$ cat src/rtl/pdm_defines.svh
// register offsets, field positions, reset values and cycle counts
`ifndef PDM_DEFINES_SVH
`define PDM_DEFINES_SVH
`define PDM_OFF_CTRL 8'h00
`define PDM_OFF_WPAGE 8'h04
`define PDM_OFF_TPAGE 8'h08
`define PDM_OFF_MSTART 8'h0c
`define PDM_OFF_MEND 8'h10
`define PDM_OFF_STAT 8'h14
`define PDM_CTRL_WIN_BIT 0
`define PDM_RST_PAGE 8'h00
`define PDM_RST_MSTART 16'h0000
`define PDM_RST_MEND 16'hfffe
`define PDM_RAM_END 16'h0fff
`define PDM_Y_BASE 16'h0800
`define PDM_Y_END 16'h0fff
`define PDM_EXTRA_NONE 2'h0
`define PDM_EXTRA_SHORT 2'h1
`define PDM_EXTRA_LONG 2'h2
`endif

$ cat src/rtl/pdm_pkg.sv
// types shared by the access map modules
package pdm_pkg;
	typedef enum logic [2:0] {
		DATA_READ = 3'b000,
		DATA_WRITE = 3'b001,
		TABLE_READ_LOW = 3'b010,
		TABLE_READ_HIGH = 3'b011,
		TABLE_WRITE_LOW = 3'b100,
		TABLE_WRITE_HIGH = 3'b101
	} pdm_kind_type;
	typedef enum logic [1:0] {
		TGT_NONE = 2'b00,
		TGT_DATA = 2'b01,
		TGT_PROG = 2'b10
	} pdm_tgt_type;
	typedef enum logic {
		CLS_SHORT = 1'b0,
		CLS_LONG = 1'b1
	} pdm_cls_type;
	typedef enum logic [1:0] {
		ST_IDLE = 2'b00,
		ST_ISSUE = 2'b01,
		ST_DATA = 2'b10,
		ST_STALL = 2'b11
	} pdm_state_type;
endpackage

$ cat src/rtl/pdm_map_if.sv
// request context, mapping decision and read formatting signals
`timescale 1ns/100ps
interface pdm_map_if;
	import pdm_pkg::*;
	pdm_kind_type kind;
	logic [15:0] ea;
	logic [15:0] y_ea;
	logic mac;
	logic win_en;
	logic [7:0] win_page;
	logic [7:0] tbl_page;
	logic tbl_busy;
	pdm_tgt_type tgt;
	logic [23:0] prog_addr;
	logic x_ok;
	logic y_ok;
	pdm_kind_type f_kind;
	logic f_byte;
	logic f_sel;
	pdm_tgt_type f_tgt;
	logic f_xok;
	logic f_yok;
	logic [23:0] prog_rdata;
	logic [15:0] dmem_rdata;
	logic [15:0] ymem_rdata;
	logic [15:0] xdata;
	logic [15:0] ydata;
	modport ctrl(output kind, ea, y_ea, mac, win_en, win_page, tbl_page, tbl_busy,
		f_kind, f_byte, f_sel, f_tgt, f_xok, f_yok, prog_rdata, dmem_rdata, ymem_rdata,
		input tgt, prog_addr, x_ok, y_ok, xdata, ydata);
	modport mapper(input kind, ea, y_ea, mac, win_en, win_page, tbl_page, tbl_busy,
		output tgt, prog_addr, x_ok, y_ok);
	modport fmt(input f_kind, f_byte, f_sel, f_tgt, f_xok, f_yok, prog_rdata,
		dmem_rdata, ymem_rdata, output xdata, ydata);
endinterface // pdm_map_if

$ cat src/rtl/pdm_addr_map.sv
// address decode: data ram, program window, table space, x/y split
`timescale 1ns/100ps
`include "pdm_defines.svh"
module pdm_addr_map import pdm_pkg::*; #(
	parameter logic [15:0] RAM_END = `PDM_RAM_END,
	parameter logic [15:0] Y_BASE = `PDM_Y_BASE,
	parameter logic [15:0] Y_END = `PDM_Y_END
) (
	pdm_map_if.mapper m
);
	function automatic logic in_y(input logic [15:0] a);
		return (a >= Y_BASE) && (a <= Y_END);
	endfunction

	logic is_data;
	logic win_hit;

	always_comb begin
		is_data = (m.kind == DATA_READ) || (m.kind == DATA_WRITE);
		win_hit = is_data && m.ea[15] && m.win_en && !m.tbl_busy;
		m.tgt = TGT_NONE;
		m.prog_addr = 24'h00_0000;
		if (!is_data) begin
			m.tgt = TGT_PROG;
			m.prog_addr = {m.tbl_page, m.ea[15:1], 1'b0};
		end else if (win_hit) begin
			m.prog_addr = {1'b0, m.win_page, m.ea[14:1], 1'b0};
			// window is read only; writes are dropped
			m.tgt = (m.kind == DATA_READ) ? TGT_PROG : TGT_NONE;
		end else if (m.ea <= RAM_END) begin
			m.tgt = TGT_DATA;
		end
		m.x_ok = !(m.mac && (m.kind == DATA_READ) && in_y(m.ea));
		m.y_ok = m.mac && (m.kind == DATA_READ) && in_y(m.y_ea);
	end
endmodule // pdm_addr_map

$ cat src/rtl/pdm_rd_fmt.sv
// shapes program and data words into the 16-bit read results
`timescale 1ns/100ps
module pdm_rd_fmt import pdm_pkg::*; (
	pdm_map_if.fmt f
);
	function automatic logic [7:0] pick(input logic [15:0] w, input logic sel);
		return sel ? w[15:8] : w[7:0];
	endfunction

	logic [15:0] word;

	always_comb begin
		word = 16'h0000;
		f.xdata = 16'h0000;
		f.ydata = 16'h0000;
		case (f.f_kind)
			TABLE_READ_LOW: f.xdata = f.f_byte ? {8'h00, pick(f.prog_rdata[15:0], f.f_sel)}
				: f.prog_rdata[15:0];
			TABLE_READ_HIGH: f.xdata = {8'h00, (f.f_byte && f.f_sel) ? 8'h00
				: f.prog_rdata[23:16]};
			DATA_READ: begin
				if (f.f_tgt == TGT_PROG) word = f.prog_rdata[15:0];
				else if (f.f_tgt == TGT_DATA) word = f.dmem_rdata;
				if (!f.f_xok) word = 16'h0000;
				f.xdata = f.f_byte ? {8'h00, pick(word, f.f_sel)} : word;
			end
			default: f.xdata = 16'h0000;
		endcase
		if (f.f_yok) f.ydata = f.ymem_rdata;
	end
endmodule // pdm_rd_fmt

$ cat src/rtl/pdm_access_map.sv
// access map between core data paths, program memory and x/y data ram
// Functional notes
// - low table word read returns program bits 15..0 unchanged
// - low table byte read: select 0 gives bits 7..0, 1 gives 15..8
// - high table word read: bits 23..16 into low byte, high byte zero
// - high table byte read: select 0 gives bits 23..16, 1 gives zero
// - program address steps two per word: low and high spaces
// - upper 32 Kbyte data half maps onto any 16K-word program page
// - window only when ea msb set and window enable set
// - window returns low 16 program bits, upper 8 ignored
// - window address is page register above ea bits 14..1, bit 0 zero
// - window mapping suspended during table reads and writes
// - window outside repeat: short class one extra, others two
// - window in repeat: two extra at edges, else none
// - y block fixed inside x; mac x reads exclude it
// - mac fetches x and y operands together on own paths
// - all writes go on the x bus, never on y
// - modulo on x and y, bit reverse only on x writes
// - unimplemented or wrong-space mac fetch returns zero
// - data ea is 16-bit byte address, 64 Kbytes
// - table address upper bits come from table page register
// - ea lsb selects byte of the word
//
// Added by the designer: the register addresses and the Avalon-MM slave port.
`timescale 1ns/100ps
`include "pdm_defines.svh"
module pdm_access_map import pdm_pkg::*; #(
	parameter logic [15:0] RAM_END = `PDM_RAM_END,
	parameter logic [15:0] Y_BASE = `PDM_Y_BASE,
	parameter logic [15:0] Y_END = `PDM_Y_END,
	parameter int BREV_BITS = 8
) (
	input wire logic clk,
	input wire logic rst_n,
	input wire logic [7:0] avs_address,
	input wire logic avs_read,
	input wire logic avs_write,
	input wire logic [31:0] avs_writedata,
	input wire logic [3:0] avs_byteenable,
	output logic [31:0] avs_readdata,
	output logic avs_waitrequest,
	input wire logic req_valid,
	output logic req_ready,
	input wire pdm_kind_type req_kind,
	input wire logic req_byte,
	input wire logic req_mac,
	input wire pdm_cls_type req_cls,
	input wire logic [15:0] req_ea,
	input wire logic [15:0] req_y_ea,
	input wire logic req_mod,
	input wire logic req_brev,
	input wire logic [15:0] req_wdata,
	input wire logic req_rep,
	input wire logic req_rep_first,
	input wire logic req_rep_last,
	input wire logic req_rep_exit,
	input wire logic req_rep_reenter,
	output logic rsp_valid,
	output logic [15:0] rsp_data,
	output logic [15:0] rsp_ydata,
	output logic [15:0] dmem_addr,
	output logic dmem_rd,
	output logic dmem_wr,
	output logic [1:0] dmem_be,
	output logic [15:0] dmem_wdata,
	input wire logic [15:0] dmem_rdata,
	output logic [15:0] ymem_addr,
	output logic ymem_rd,
	input wire logic [15:0] ymem_rdata,
	output logic [23:0] prog_addr,
	output logic prog_rd,
	output logic prog_wr,
	output logic [2:0] prog_be,
	output logic [23:0] prog_wdata,
	input wire logic [23:0] prog_rdata
);
	function automatic logic [15:0] wrap(input logic [15:0] a, input logic [15:0] lo,
		input logic [15:0] hi);
		logic [15:0] span;
		span = hi - lo + 16'h0002;
		if (a > hi) return a - span;
		if (a < lo) return a + span;
		return a;
	endfunction

	function automatic logic [15:0] brev(input logic [15:0] a);
		logic [15:0] r;
		r = a;
		for (int i = 0; i < BREV_BITS; i++) r[i + 1] = a[BREV_BITS - i];
		return r;
	endfunction

	function automatic logic [15:0] merge(input logic [15:0] old, input logic [31:0] wd,
		input logic [3:0] be);
		return {be[1] ? wd[15:8] : old[15:8], be[0] ? wd[7:0] : old[7:0]};
	endfunction

	function automatic logic [1:0] extra_cycles(input logic win, input pdm_cls_type cls,
		input logic rep, input logic edge_it);
		if (!win) return `PDM_EXTRA_NONE;
		if (!rep) return (cls == CLS_SHORT) ? `PDM_EXTRA_SHORT : `PDM_EXTRA_LONG;
		return edge_it ? `PDM_EXTRA_LONG : `PDM_EXTRA_NONE;
	endfunction

	pdm_map_if m();
	pdm_state_type state_q;
	logic [1:0] cnt_q;
	logic [1:0] extra_q;
	pdm_kind_type kind_q;
	logic byte_q;
	logic sel_q;
	pdm_tgt_type tgt_q;
	logic xok_q;
	logic yok_q;
	logic win_en_q;
	logic [7:0] win_page_q;
	logic [7:0] tbl_page_q;
	logic [15:0] mod_lo_q;
	logic [15:0] mod_hi_q;
	logic [15:0] hits_q;
	logic avs_waitrequest_q;
	logic [31:0] avs_readdata_q;
	logic accept;
	logic av_take;
	logic av_done;
	logic is_rd;
	logic is_wr;
	logic win_acc;
	logic rep_edge;
	logic [15:0] x_ea;
	logic [15:0] y_ea;
	logic [1:0] extra_d;
	logic finish;

	assign accept = req_valid && req_ready;
	assign is_rd = (req_kind == DATA_READ);
	assign is_wr = (req_kind == DATA_WRITE);
	assign rep_edge = req_rep_first || req_rep_last || req_rep_exit || req_rep_reenter;
	assign x_ea = (is_wr && req_brev) ? brev(req_mod ? wrap(req_ea, mod_lo_q, mod_hi_q)
		: req_ea) : (req_mod ? wrap(req_ea, mod_lo_q, mod_hi_q) : req_ea);
	assign y_ea = req_mod ? wrap(req_y_ea, mod_lo_q, mod_hi_q) : req_y_ea;
	assign win_acc = accept && is_rd && (m.tgt == TGT_PROG);
	assign extra_d = extra_cycles(win_acc, req_cls, req_rep, rep_edge);
	assign finish = ((state_q == ST_DATA) && (extra_q == `PDM_EXTRA_NONE))
		|| ((state_q == ST_STALL) && (cnt_q == 2'h1));

	assign m.kind = req_kind;
	assign m.ea = x_ea;
	assign m.y_ea = y_ea;
	assign m.mac = req_mac;
	assign m.win_en = win_en_q;
	assign m.win_page = win_page_q;
	assign m.tbl_page = tbl_page_q;
	// held while a table op runs
	assign m.tbl_busy = (state_q != ST_IDLE) && (kind_q != DATA_READ)
		&& (kind_q != DATA_WRITE);
	assign m.f_kind = kind_q;
	assign m.f_byte = byte_q;
	assign m.f_sel = sel_q;
	assign m.f_tgt = tgt_q;
	assign m.f_xok = xok_q;
	assign m.f_yok = yok_q;
	assign m.prog_rdata = prog_rdata;
	assign m.dmem_rdata = dmem_rdata;
	assign m.ymem_rdata = ymem_rdata;

	pdm_addr_map #(
		.RAM_END(RAM_END),
		.Y_BASE(Y_BASE),
		.Y_END(Y_END)
	) u_map (
		.m(m.mapper)
	);

	pdm_rd_fmt u_fmt (
		.f(m.fmt)
	);

	// avalon slave: waitrequest drops for one cycle per request
	assign av_take = (avs_read || avs_write) && avs_waitrequest_q;
	assign av_done = (avs_read || avs_write) && !avs_waitrequest_q;
	assign avs_waitrequest = avs_waitrequest_q;
	assign avs_readdata = avs_readdata_q;

	always_ff @(posedge clk) begin
		if (!rst_n) begin
			avs_waitrequest_q <= 1'b1;
			avs_readdata_q <= 32'h0000_0000;
		end else begin
			avs_waitrequest_q <= !av_take;
			if (av_take && avs_read) begin
				case (avs_address)
					`PDM_OFF_CTRL: avs_readdata_q <= {31'h0000_0000, win_en_q};
					`PDM_OFF_WPAGE: avs_readdata_q <= {24'h00_0000, win_page_q};
					`PDM_OFF_TPAGE: avs_readdata_q <= {24'h00_0000, tbl_page_q};
					`PDM_OFF_MSTART: avs_readdata_q <= {16'h0000, mod_lo_q};
					`PDM_OFF_MEND: avs_readdata_q <= {16'h0000, mod_hi_q};
					`PDM_OFF_STAT: avs_readdata_q <= {15'h0000, state_q != ST_IDLE, hits_q};
					default: avs_readdata_q <= 32'h0000_0000;
				endcase
			end
		end
	end

	always_ff @(posedge clk) begin
		if (!rst_n) begin
			win_en_q <= 1'b0;
			win_page_q <= `PDM_RST_PAGE;
			tbl_page_q <= `PDM_RST_PAGE;
			mod_lo_q <= `PDM_RST_MSTART;
			mod_hi_q <= `PDM_RST_MEND;
		end else if (av_done && avs_write) begin
			case (avs_address)
				`PDM_OFF_CTRL: if (avs_byteenable[0]) begin
					win_en_q <= avs_writedata[`PDM_CTRL_WIN_BIT];
				end
				`PDM_OFF_WPAGE: if (avs_byteenable[0]) begin
					win_page_q <= avs_writedata[7:0];
				end
				`PDM_OFF_TPAGE: if (avs_byteenable[0]) begin
					tbl_page_q <= avs_writedata[7:0];
				end
				`PDM_OFF_MSTART: mod_lo_q <= merge(mod_lo_q, avs_writedata, avs_byteenable);
				`PDM_OFF_MEND: mod_hi_q <= merge(mod_hi_q, avs_writedata, avs_byteenable);
				default: ;
			endcase
		end
	end

	// window hit counter, wraps silently
	always_ff @(posedge clk) begin
		if (!rst_n) hits_q <= 16'h0000;
		else if (win_acc) hits_q <= hits_q + 16'h0001;
	end

	always_ff @(posedge clk) begin
		if (!rst_n) begin
			state_q <= ST_IDLE;
			cnt_q <= 2'h0;
		end else begin
			case (state_q)
				ST_IDLE: if (accept) state_q <= ST_ISSUE;
				ST_ISSUE: state_q <= ST_DATA;
				ST_DATA: if (extra_q == `PDM_EXTRA_NONE) begin
					state_q <= ST_IDLE;
				end else begin
					state_q <= ST_STALL;
					cnt_q <= extra_q;
				end
				ST_STALL: begin
					cnt_q <= cnt_q - 2'h1;
					if (cnt_q == 2'h1) state_q <= ST_IDLE;
				end
				default: state_q <= ST_IDLE;
			endcase
		end
	end

	// ready falls on accept so one request is in flight at a time
	always_ff @(posedge clk) begin
		if (!rst_n) req_ready <= 1'b0;
		else req_ready <= ((state_q == ST_IDLE) && !accept) || finish;
	end

	always_ff @(posedge clk) begin
		if (!rst_n) begin
			kind_q <= DATA_READ;
			byte_q <= 1'b0;
			sel_q <= 1'b0;
			tgt_q <= TGT_NONE;
			xok_q <= 1'b0;
			yok_q <= 1'b0;
			extra_q <= `PDM_EXTRA_NONE;
		end else if (accept) begin
			kind_q <= req_kind;
			byte_q <= req_byte;
			sel_q <= x_ea[0];
			tgt_q <= m.tgt;
			xok_q <= m.x_ok;
			yok_q <= m.y_ok;
			extra_q <= extra_d;
		end
	end

	always_ff @(posedge clk) begin
		if (!rst_n) begin
			dmem_addr <= 16'h0000;
			dmem_rd <= 1'b0;
			dmem_wr <= 1'b0;
			dmem_be <= 2'b00;
			dmem_wdata <= 16'h0000;
			ymem_addr <= 16'h0000;
			ymem_rd <= 1'b0;
		end else begin
			dmem_rd <= 1'b0;
			dmem_wr <= 1'b0;
			ymem_rd <= 1'b0;
			if (accept && (m.tgt == TGT_DATA)) begin
				dmem_addr <= {x_ea[15:1], 1'b0};
				dmem_rd <= is_rd && m.x_ok;
				dmem_wr <= is_wr;
				dmem_be <= req_byte ? {x_ea[0], !x_ea[0]} : 2'b11;
				dmem_wdata <= req_byte ? {2{req_wdata[7:0]}} : req_wdata;
			end
			if (accept && m.y_ok) begin
				ymem_addr <= {y_ea[15:1], 1'b0};
				ymem_rd <= 1'b1;
			end
		end
	end

	always_ff @(posedge clk) begin
		if (!rst_n) begin
			prog_addr <= 24'h00_0000;
			prog_rd <= 1'b0;
			prog_wr <= 1'b0;
			prog_be <= 3'b000;
			prog_wdata <= 24'h00_0000;
		end else begin
			prog_rd <= 1'b0;
			prog_wr <= 1'b0;
			if (accept && (m.tgt == TGT_PROG)) begin
				prog_addr <= m.prog_addr;
				prog_rd <= (req_kind == DATA_READ) || (req_kind == TABLE_READ_LOW)
					|| (req_kind == TABLE_READ_HIGH);
				prog_wr <= (req_kind == TABLE_WRITE_LOW) || (req_kind == TABLE_WRITE_HIGH);
				// low space vs upper byte space
				if (req_kind == TABLE_WRITE_HIGH) begin
					prog_be <= (req_byte && x_ea[0]) ? 3'b000 : 3'b100;
					prog_wdata <= {req_wdata[7:0], 16'h0000};
				end else begin
					prog_be <= req_byte ? {1'b0, x_ea[0], !x_ea[0]} : 3'b011;
					prog_wdata <= {8'h00, req_byte ? {2{req_wdata[7:0]}} : req_wdata};
				end
			end
		end
	end

	always_ff @(posedge clk) begin
		if (!rst_n) begin
			rsp_valid <= 1'b0;
			rsp_data <= 16'h0000;
			rsp_ydata <= 16'h0000;
		end else begin
			rsp_valid <= finish;
			if (state_q == ST_DATA) begin
				rsp_data <= m.xdata;
				rsp_ydata <= m.ydata;
			end
		end
	end

	property p_tbl_low_word;
		@(posedge clk) disable iff (!rst_n)
		(state_q == ST_DATA && kind_q == TABLE_READ_LOW && !byte_q)
		|=> rsp_data == $past(prog_rdata[15:0]);
	endproperty
	a_tbl_low_word: assert property (p_tbl_low_word) else $error("low word wrong");

	property p_tbl_low_byte;
		@(posedge clk) disable iff (!rst_n)
		(state_q == ST_DATA && kind_q == TABLE_READ_LOW && byte_q && sel_q)
		|=> rsp_data == {8'h00, $past(prog_rdata[15:8])};
	endproperty
	a_tbl_low_byte: assert property (p_tbl_low_byte) else $error("low byte wrong");

	property p_tbl_high_word;
		@(posedge clk) disable iff (!rst_n)
		(state_q == ST_DATA && kind_q == TABLE_READ_HIGH && !byte_q)
		|=> rsp_data == {8'h00, $past(prog_rdata[23:16])};
	endproperty
	a_tbl_high_word: assert property (p_tbl_high_word) else $error("high word wrong");

	property p_tbl_high_byte;
		@(posedge clk) disable iff (!rst_n)
		(state_q == ST_DATA && kind_q == TABLE_READ_HIGH && byte_q && sel_q)
		|=> rsp_data == 16'h0000;
	endproperty
	a_tbl_high_byte: assert property (p_tbl_high_byte) else $error("odd byte set");

	property p_win_gate;
		@(posedge clk) disable iff (!rst_n)
		(accept && is_rd && !win_en_q) |=> !prog_rd;
	endproperty
	a_win_gate: assert property (p_win_gate) else $error("window while off");

	property p_win_addr;
		@(posedge clk) disable iff (!rst_n)
		win_acc |=> prog_addr[22:15] == $past(win_page_q) && !prog_addr[23]
			&& prog_addr[14:1] == $past(x_ea[14:1]);
	endproperty
	a_win_addr: assert property (p_win_addr) else $error("window address wrong");

	property p_tbl_page;
		@(posedge clk) disable iff (!rst_n)
		(accept && req_kind == TABLE_READ_LOW) |=> prog_addr[23:16] == $past(tbl_page_q);
	endproperty
	a_tbl_page: assert property (p_tbl_page) else $error("table page unused");

	property p_stall_short;
		@(posedge clk) disable iff (!rst_n)
		(win_acc && !req_rep && req_cls == CLS_SHORT) |-> ##1 !rsp_valid[*3] ##1 rsp_valid;
	endproperty
	a_stall_short: assert property (p_stall_short) else $error("short stall wrong");

	property p_rep_mid;
		@(posedge clk) disable iff (!rst_n)
		(win_acc && req_rep && !rep_edge) |-> ##1 !rsp_valid[*2] ##1 rsp_valid;
	endproperty
	a_rep_mid: assert property (p_rep_mid) else $error("repeat middle stalled");

	property p_mac_zero;
		@(posedge clk) disable iff (!rst_n)
		(accept && req_mac && is_rd && !m.x_ok) |-> ##3 (rsp_valid && rsp_data == 16'h0000);
	endproperty
	a_mac_zero: assert property (p_mac_zero) else $error("wrong space not zero");
endmodule // pdm_access_map

$ cat config.mk
export PLATFORM = sky130hd
export DESIGN_NAME = pdm_access_map
export DESIGN_NICKNAME = d
export VERILOG_FILES = /design/src/rtl/pdm_pkg.sv /design/src/rtl/pdm_map_if.sv /design/src/rtl/pdm_addr_map.sv /design/src/rtl/pdm_rd_fmt.sv /design/src/rtl/pdm_access_map.sv
export VERILOG_INCLUDE_DIRS = /design/src /design/src/rtl
export SDC_FILE = /design/constraint.sdc
export NUM_CORES = 1
export LEC_CHECK = 0
export ABC_CLOCK_PERIOD_IN_PS = 5900
export BUFFER_PORTS_ARGS = -buffer_cell sky130_fd_sc_hd__buf_2
export CORE_MARGIN = 8
export CORE_UTILIZATION = 40
export CTS_CLUSTER_DIAMETER = 120
export DETAILED_ROUTE_END_ITERATION = 6
export GPL_TIMING_DRIVEN = 0
export HOLD_SLACK_MARGIN = 0.15
export PLACE_DENSITY = 0.66
export RECOVER_POWER = 25
export SETUP_SLACK_MARGIN = 0.2
export SYNTH_ARGS = -nofsm -noshare
export SYNTH_HDL_FRONTEND = slang
export SYNTH_SLANG_ARGS = --single-unit
$ cat constraint.sdc
create_clock -name clk -period 5.9 [get_ports clk]
set_input_delay 0.59 -clock clk [delete_from_list [all_inputs] [get_ports clk]]
set_output_delay 0.59 -clock clk [all_outputs]
set_load 0.01 [all_outputs]
==> results of run 1 <==
==> synthesized netlist by cell type (12+ instances only) <==
library cell and number:
a21oi_1 174, o221ai_1 14, o211ai_1 29, dfxtp_1 235, o21a_1 16, o21ai_0 87
ha_1 161, nor3_1 54, xor2_1 12, nor4_1 15, a22oi_1 20, nor2b_1 22
nand2_1 186, inv_1 96, and3_1 18, o21bai_1 17, and2_1 13, mux2i_1 71
nand4_1 16, nand3_1 97, a21o_1 33, a211oi_1 17, buf_4 19, xnor2_1 26
nor2_1 141, a221oi_1 41, clkbuf_1 97, nand2b_1 27
==> power by group through the flow <==
| stage | sequential, mW | combinational, mW | clock, mW |
|---|---|---|---|
| after global placement | 1.66 | 0.558 | 0 |
| after floorplan | 1.67 | 0.315 | 0 |
| after global routing | 1.63 | 0.651 | 1.83 |
| after CTS | 1.63 | 0.581 | 1.75 |
| after detailed placement | 1.67 | 0.565 | 0 |
| final | 1.63 | 0.599 | 1.73 |
==> sequential cells by signal, summed over array words and instances, names as in the netlist, 8 cells and up <==
name and cells:
rsp_ydata 16, prog_addr 23, rsp_data 16, hits_q 16, dmem_addr 15, dmem_wdata 16, ymem_addr 15, prog_wdata 24
mod_hi_q 16, m.win_page 8, mod_lo_q 16, m.tbl_page 8, avs_readdata 17
==> logic make-up (layout without fill, tap and decap cells) <==
| logic type | Yosys count | count (layout) |
|---|---|---|
| xor gates and xnor gates | 38 | 38 |
| AOI/OAI and AO/OA | 558 | 558 |
| and+or+nand+nor | 628 | 628 |
| buffers and inverters | 231 | 600 |
| other | 1 | 23 |
| muxes | 79 | 79 |
| adders and majority gates | 166 | 166 |
| DFF | 235 | 235 |
==> final timing paths <==
kind | slack [ns] | endpoint
worst min register to register | 0.45 | prog_wdata[23]
worst min-delay path | 0.25 | avs_waitrequest
worst max register to register | 0.29 | hits_q[11]
worst max-delay path | 0.29 | hits_q[11]
==> per-layer routing <==
layer / vias to the layer above / wire (um) / global-route usage
met5: - / 27 / 0
met4: 4 / 2630 / 0.1158
met3: 161 / 5046 / 0.04735
met2: 767 / 28500 / 0.4127
met1: 7821 / 26480 / 0.3352
li1: 7765 / - / -
==> cells in the final DEF, fill, tap and decap left out, drive strengths merged, types with 17 or more instances in the layout <==
master    n
buf     263
dfxtp   235
clkbuf  228
nand2   186
a21oi   174
ha      161
nor2    141
nand3    97
inv      96
o21ai    89
mux2i    71
nor3     54
a221oi   41
a21o     33
o211ai   29
nand2b   27
xnor2    26
nor2b    22
a22oi    21
a211oi   19
and3     18
conb     18
o21bai   17
and2     17
==> layout make-up <==
| class | count | share of cell area |
|---|---|---|
| plain buffers | 133 | 0.03274 |
| clock buffers | 36 | 0.03825 |
| diodes | 5 | 0.0006483 |
| clock inverters | 11 | 0.008947 |
| well taps | 518 | 0.03358 |
| repair buffers | 322 | 0.08039 |
| multi-input cells | 1487 | 0.5420 |
| flip-flops and latches | 235 | 0.2442 |
| inverters | 98 | 0.01919 |
==> per-stage QoR <==
stage / hold WS (ns) / TNS, ns
after floorplan: 0.4363 / 0
after global placement: 0.4281 / -51.61
after detailed placement: 0.4387 / -61.41
after CTS: 0.2459 / 0
after global routing: 0.2594 / 0
final: 0.2525 / 0
==> timing repair <==
action	in CTS	in global routing
buffers inserted	14	9
resized for setup	38	64
pin swaps	12	21
endpoints found under the setup margin	124	124
==> critical path: stages (launching register included) <==
cell and delay (ns):
dfxtp_1 0.51, ha_1 0.20, inv_1 0.04, ha_2 0.18, fa_2 0.42, a211oi_2 0.22
o211ai_1 0.16, a31oi_2 0.25, buf_4 0.18, xnor2_2 0.17, ha_1 0.29, clkbuf_1 0.21
or2_2 0.39, o41ai_4 0.51, a221oi_4 0.16, or4_4 0.55, a211o_1 0.32, buf_6 0.15
buf_6 0.15, o311ai_2 0.27, o41ai_1 0.12
==> flow_results.xml, run 1 <==
<?xml version="1.0" encoding="UTF-8"?>
<metrics>
  <group name="synth">
    <metric name="synth-compound-area-share" unit="">0.2398</metric>
    <metric name="yosysTopAreaCell" unit="">dfxtp_1</metric>
    <metric name="synth_edf_count" unit="">0</metric>
    <metric name="yosys_warnings" unit="">0</metric>
    <metric name="synth_xor_area_frac" unit="">0.02127</metric>
    <metric name="synth_seq_cells" unit="">235</metric>
    <metric name="synthesis.area_per_instance" unit="um^2">8.084</metric>
    <metric name="syn_area" unit="um^2">15650</metric>
    <metric name="synth_mux_area_frac" unit="">0.05117</metric>
    <metric name="post-synth-top-area-fraction" unit="">0.3006</metric>
    <metric name="synth.lib_cells_used.distinct" unit="">89</metric>
    <metric name="post_synth_inst_count" unit="">1936</metric>
    <metric name="dominant_combinational_cell_family_by_area_after_synthesis" unit="">compound AO/OA/AOI/OAI gates</metric>
    <metric name="synth.yosys.seq_area_share" unit="">0.3006</metric>
    <metric name="synth-async-reset-ratio" unit="">0</metric>
    <metric name="synth-simple-area-share" unit="">0.1902</metric>
    <metric name="yosys_most_used_dff" unit="">dfxtp_1</metric>
    <metric name="yosys.area_share.adder" unit="">0.1351</metric>
    <metric name="main_area_contributors_after_synthesis" unit="">dfxtp_1, ha_1, a21oi_1, mux2i_1, nand2_1</metric>
  </group>
  <group name="floorplanning">
    <metric name="design.die.area" unit="um^2">45710</metric>
    <metric name="rows" unit="">72</metric>
    <metric name="floorplan.initialDensity" unit="">0.4049</metric>
    <metric name="core_region_area" unit="um^2">38650</metric>
    <metric name="ioPinCount" unit="">339</metric>
    <metric name="die_span_y" unit="um">213.8</metric>
    <metric name="floorplan.die.width" unit="um">213.8</metric>
  </group>
  <group name="detailed_routing">
    <metric name="wirelength" unit="um">62690</metric>
    <metric name="vias" unit="">16518</metric>
    <metric name="drtAntennaViolNets" unit="">0</metric>
    <metric name="residual_drc" unit="">0</metric>
    <metric name="drt_iter0_drc" unit="">1555</metric>
    <metric name="drt_first_pass_iters" unit="">6</metric>
    <metric name="route.detailed.wl_per_inst" unit="um">22.04</metric>
    <metric name="route.detailed.vias_per_inst" unit="">5.806</metric>
  </group>
  <group name="worst_setup_path">
    <metric name="worstReg2RegStart" unit="">mod_lo_q[0]</metric>
    <metric name="arrival" unit="ns">6.03</metric>
    <metric name="path_max_fanout" unit="">10</metric>
    <metric name="critical_path.endpoint_type" unit="">flop</metric>
    <metric name="critical_path_required" unit="ns">6.32</metric>
    <metric name="timing.setup.critical_path_class" unit="">reg -&gt; reg</metric>
    <metric name="r2r_cells" unit="">20</metric>
    <metric name="startpoint" unit="">mod_lo_q[0]</metric>
    <metric name="critPathLaunchType" unit="">flop</metric>
  </group>
  <group name="power">
    <metric name="power.share.sequential" unit="">0.412</metric>
    <metric name="p_int" unit="mW">2.874</metric>
    <metric name="net-switching-power" unit="mW">1.087</metric>
    <metric name="clock_power_share" unit="">0.437</metric>
    <metric name="power" unit="mW">3.962</metric>
    <metric name="p_comb_frac" unit="">0.151</metric>
    <metric name="switching_share" unit="">0.2745</metric>
    <metric name="power.static_leakage" unit="nW">8.108</metric>
    <metric name="cellPowerDensity" unit="nW/um^2">205.3</metric>
    <metric name="irDropWorstVdd" unit="mV">0.2014</metric>
  </group>
  <group name="clock_network">
    <metric name="cts_root_buf" unit="">clkbuf_16</metric>
    <metric name="max-clock-path-buffers" unit="">3</metric>
    <metric name="clock-sinks" unit="">235</metric>
    <metric name="cts_tree" unit="">yes</metric>
    <metric name="ctsHoldBuffers" unit="">0</metric>
    <metric name="cts.clk_slew.worst_paths" unit="ns">0.07</metric>
    <metric name="clk_latency" unit="ns">0.56</metric>
    <metric name="htree_levels" unit="">1</metric>
    <metric name="numCtsBuffers" unit="">26</metric>
  </group>
  <group name="grt">
    <metric name="via_count_of_the_first_global_routing_pass" unit="">15749</metric>
    <metric name="antenna_found_initial" unit="">6</metric>
    <metric name="remaining_global_route_overflow" unit="">0</metric>
    <metric name="grt_start_max_net_pins" unit="">14</metric>
    <metric name="grt_first_pass_wirelength" unit="um">92160</metric>
    <metric name="gr-usage-all-layers" unit="">0.2579</metric>
  </group>
  <group name="layout">
    <metric name="multi_input_logic_area" unit="um^2">10460</metric>
    <metric name="fillers" unit="">3832</metric>
    <metric name="area.sequential" unit="um^2">4713</metric>
    <metric name="area_growth_syn_to_layout" unit="%">23.31</metric>
    <metric name="final_core_utilization" unit="">0.4994</metric>
    <metric name="stdcell_area" unit="um^2">19300</metric>
    <metric name="final_nets" unit="">2635</metric>
    <metric name="layout-drive-gt1-share" unit="">0.1731</metric>
    <metric name="final-instance-count-excl-fill" unit="">2845</metric>
  </group>
  <group name="sta">
    <metric name="final_max_slew_viol_count" unit="">0</metric>
    <metric name="maxSlewHeadroom" unit="">0.3259</metric>
    <metric name="timing.final.crit_share" unit="">0.9505</metric>
    <metric name="report.final.setup_viol" unit="">0</metric>
    <metric name="final.min_clock_period" unit="ns">5.608</metric>
    <metric name="hold_violations" unit="">0</metric>
    <metric name="setup_ws" unit="ns">0.2918</metric>
    <metric name="grt_setup_unrepaired" unit="">true</metric>
    <metric name="worstMarginPinSlew" unit="ns">1.007</metric>
    <metric name="finClkSkew" unit="ns">0.02441</metric>
    <metric name="fmax" unit="MHz">178.3</metric>
  </group>
  <group name="hold_path">
    <metric name="min-delay-path-class" unit="">in -&gt; reg</metric>
    <metric name="hp-start" unit="">avs_read</metric>
    <metric name="hold_depth" unit="">2</metric>
  </group>
  <group name="placed_design">
    <metric name="port_buffers" unit="">299</metric>
    <metric name="detailed_place.area" unit="um^2">17860</metric>
    <metric name="dpl_worst_slack" unit="ns">-0.7607</metric>
    <metric name="post-place-cells" unit="">2770</metric>
    <metric name="hpwl" unit="um">49980</metric>
    <metric name="finalWeightedCongestion" unit="">0.9606</metric>
  </group>
  <group name="outcome">
    <metric name="outcome" unit="">finished, final reports clean</metric>
  </group>
  <group name="flow_run">
    <metric name="drv.max_cap_violation_count" unit="">0</metric>
  </group>
</metrics>
No activity file was read; power rests on OpenSTA's default activity.
==> run 2: changes to the inputs <==
--- a/config.mk
+++ b/config.mk
@@ -9,4 +9,5 @@
 export ABC_CLOCK_PERIOD_IN_PS = 5900
 export BUFFER_PORTS_ARGS = -buffer_cell sky130_fd_sc_hd__buf_2
+export CAP_MARGIN = 20
 export CORE_MARGIN = 8
 export CORE_UTILIZATION = 40
==> constraint.sdc (replaced) <==
create_clock -name clk -period 5.9 [get_ports clk]
set_input_delay 0.59 -clock clk [delete_from_list [all_inputs] [get_ports clk]]
set_output_delay 0.59 -clock clk [all_outputs]
set_load 0.1 [all_outputs]
==> run 2 against run 1 <==
Global-route usage stayed put. Sequential power hardly changed. Setup slack worse by 0.0052 ns. Critical path depth is 1 higher. Largest cell class unchanged. Hold slack worse by 0.0022 ns. Total power is 5.4% higher. Design area is 0.11% higher. Maximum frequency hardly changed.
==> flow_results.xml, run 2 (synthesis results as in run 1) <==
<?xml version="1.0" encoding="UTF-8"?>
<metrics>
  <group name="outcome">
    <metric name="outcome" unit="">finished, final reports clean</metric>
  </group>
  <group name="clock_network">
    <metric name="numCtsBuffers" unit="">26</metric>
    <metric name="cts.clk_slew.worst_paths" unit="ns">0.07</metric>
    <metric name="clk_latency" unit="ns">0.56</metric>
    <metric name="clock-sinks" unit="">235</metric>
    <metric name="cts_root_buf" unit="">clkbuf_16</metric>
    <metric name="htree_levels" unit="">1</metric>
    <metric name="max-clock-path-buffers" unit="">3</metric>
    <metric name="cts_tree" unit="">yes</metric>
  </group>
  <group name="power">
    <metric name="net-switching-power" unit="mW">1.299</metric>
    <metric name="power.share.sequential" unit="">0.391</metric>
    <metric name="cellPowerDensity" unit="nW/um^2">216.1</metric>
    <metric name="p_comb_frac" unit="">0.194</metric>
    <metric name="power.static_leakage" unit="nW">8.172</metric>
    <metric name="power" unit="mW">4.174</metric>
    <metric name="clock_power_share" unit="">0.416</metric>
    <metric name="switching_share" unit="">0.3112</metric>
    <metric name="irDropWorstVdd" unit="mV">0.2036</metric>
    <metric name="p_int" unit="mW">2.875</metric>
  </group>
  <group name="placed_design">
    <metric name="detailed_place.area" unit="um^2">17860</metric>
    <metric name="port_buffers" unit="">299</metric>
    <metric name="post-place-cells" unit="">2770</metric>
    <metric name="finalWeightedCongestion" unit="">0.9606</metric>
    <metric name="hpwl" unit="um">49980</metric>
    <metric name="dpl_worst_slack" unit="ns">-0.7607</metric>
  </group>
  <group name="worst_setup_path">
    <metric name="critPathLaunchType" unit="">flop</metric>
    <metric name="timing.setup.critical_path_class" unit="">reg -&gt; reg</metric>
    <metric name="critical_path_required" unit="ns">6.32</metric>
    <metric name="crit_path_cell_trace" unit="">inv_2 -&gt; ha_1 -&gt; inv_1 -&gt; ha_2 -&gt; fa_2 -&gt; a211oi_2 -&gt; o211ai_1 -&gt; a31oi_2 -&gt; buf_4 -&gt; xnor2_2 -&gt; ha_1 -&gt; clkbuf_1 -&gt; or2_2 -&gt; o41ai_4 -&gt; a221oi_4 -&gt; or4_4 -&gt; a211o_1 -&gt; buf_6 -&gt; buf_6 -&gt; o311ai_2 -&gt; o41ai_1</metric>
    <metric name="arrival" unit="ns">6.03</metric>
    <metric name="critical_path.endpoint_type" unit="">flop</metric>
    <metric name="kind_of_cell_adding_the_most_delay_to_the_critical_path" unit="">compound AO/OA/AOI/OAI gates</metric>
    <metric name="r2r_cells" unit="">21</metric>
    <metric name="number_of_cells_on_the_critical_path" unit="">21</metric>
    <metric name="path_max_fanout" unit="">10</metric>
    <metric name="crit_path_top_delay_cell" unit="">or4_4</metric>
    <metric name="worstPathBufferInverterCount" unit="">6</metric>
    <metric name="critical-path-max-stage-delay" unit="ns">0.55</metric>
  </group>
  <group name="grt">
    <metric name="via_count_of_the_first_global_routing_pass" unit="">15749</metric>
    <metric name="grt_start_max_net_pins" unit="">14</metric>
    <metric name="remaining_global_route_overflow" unit="">0</metric>
    <metric name="gr-usage-all-layers" unit="">0.2579</metric>
    <metric name="grt_first_pass_wirelength" unit="um">92160</metric>
    <metric name="antenna_found_initial" unit="">6</metric>
  </group>
  <group name="floorplanning">
    <metric name="floorplan.initialDensity" unit="">0.4049</metric>
    <metric name="design.die.area" unit="um^2">45710</metric>
    <metric name="ioPinCount" unit="">339</metric>
    <metric name="core_region_area" unit="um^2">38650</metric>
    <metric name="floorplan.die.width" unit="um">213.8</metric>
    <metric name="rows" unit="">72</metric>
    <metric name="die_span_y" unit="um">213.8</metric>
  </group>
  <group name="layout">
    <metric name="largest-register" unit="">prog_wdata</metric>
    <metric name="layout-drive-gt1-share" unit="">0.1796</metric>
    <metric name="most-common-layout-cells" unit="">dfxtp_1, buf_2, nand2_1</metric>
    <metric name="number_of_flip_flops_in_the_largest_register" unit="">24</metric>
    <metric name="area_growth_syn_to_layout" unit="%">23.45</metric>
    <metric name="fillers" unit="">3822</metric>
    <metric name="layout.cells.most_common" unit="">dfxtp_1</metric>
    <metric name="final-instance-count-excl-fill" unit="">2846</metric>
    <metric name="final_nets" unit="">2635</metric>
    <metric name="stdcell_area" unit="um^2">19320</metric>
  </group>
  <group name="hold_path">
    <metric name="min-delay-path-class" unit="">in -&gt; reg</metric>
    <metric name="hold_depth" unit="">2</metric>
  </group>
  <group name="sta">
    <metric name="hold_violations" unit="">0</metric>
    <metric name="grt_setup_unrepaired" unit="">true</metric>
    <metric name="finClkSkew" unit="ns">0.02573</metric>
    <metric name="timing.final.crit_share" unit="">0.9514</metric>
    <metric name="fmax" unit="MHz">178.1</metric>
    <metric name="worstMarginPinSlew" unit="ns">1.294</metric>
    <metric name="final.min_clock_period" unit="ns">5.613</metric>
    <metric name="report.final.setup_viol" unit="">0</metric>
    <metric name="maxSlewHeadroom" unit="">0.1410</metric>
    <metric name="setup_tns" unit="ns">0</metric>
    <metric name="final_max_slew_viol_count" unit="">0</metric>
    <metric name="setup_ws" unit="ns">0.2867</metric>
  </group>
  <group name="detailed_routing">
    <metric name="vias" unit="">16524</metric>
    <metric name="route.detailed.wl_per_inst" unit="um">22.03</metric>
    <metric name="residual_drc" unit="">0</metric>
    <metric name="drt_first_pass_iters" unit="">6</metric>
    <metric name="wirelength" unit="um">62710</metric>
    <metric name="drtAntennaViolNets" unit="">0</metric>
    <metric name="route.detailed.vias_per_inst" unit="">5.806</metric>
    <metric name="drt_iter0_drc" unit="">1436</metric>
  </group>
  <group name="flow_run">
    <metric name="drv.max_cap_violation_count" unit="">0</metric>
  </group>
</metrics>
==> run 2: cell count changes in the layout (fill, tap and decap cells not counted), sizes merged <==
cell	delta
diode	+1
buf	+15
clkbuf	-15
==> run 2: what timing repair did <==
action / in CTS / in global routing
endpoints found under the setup margin: 124 / 124
hold endpoints to repair: 0 / 0
hold buffers: 0 / 0
gates resized for setup: 38 / 64
buffers inserted: 14 / 9
pin swaps: 12 / 21
==> run 2: final timing paths <==
kind | end | slack, ns | from
worst max-delay path | hits_q[11] | 0.29 | mod_hi_q[1]
worst min-delay path | avs_waitrequest | 0.25 | avs_read
worst max register to register | hits_q[11] | 0.29 | mod_hi_q[1]
worst min register to register | prog_wdata[23] | 0.45 | prog_wdata[23]
==> run 2: power by group through the flow <==
| stage | Clock, mW | Combinational [mW] | Sequential (mW) |
|---|---|---|---|
| after global placement | 0 | 0.765 | 1.66 |
| after CTS | 1.75 | 0.789 | 1.63 |
| final | 1.74 | 0.808 | 1.63 |
| after detailed placement | 0 | 0.773 | 1.67 |
| after floorplan | 0 | 0.360 | 1.84 |
| after global routing | 1.83 | 0.859 | 1.63 |
==> run 2: metrics by stage <==
stage	utilization	hold WS, ns
after global placement	0.4621	0.4281
final	0.4999	0.2503
after detailed placement	0.4621	0.4387
after global routing	0.4998	0.2594
after floorplan	-	0.4363
after CTS	0.4934	0.2459
==> run 2: cell type report <==
| type | instances | area (um^2) | share of cell area |
|---|---|---|---|
| clock buffer | 36 | 738.2 | 0.03821 |
| timing repair buffer | 322 | 1570 | 0.08128 |
| tap | 518 | 648.1 | 0.03355 |
| multi-input combinational | 1487 | 10460 | 0.5414 |
| sequential | 235 | 4713 | 0.2440 |
| buffer | 133 | 631.9 | 0.03271 |
| inverter | 98 | 370.4 | 0.01917 |
| clock inverter | 11 | 172.7 | 0.008937 |
| antenna | 6 | 15.01 | 0.0007772 |
==> run 2: layer usage <==
| metal | GRT usage | up-vias | part of all wire |
|---|---|---|---|
| li1 | - | 7757 | - |
| met4 | 0.1158 | 4 | 0.043 |
| met5 | 0 | - | 0.00043 |
| met2 | 0.4127 | 754 | 0.45 |
| met3 | 0.04735 | 163 | 0.084 |
| met1 | 0.3352 | 7846 | 0.42 |
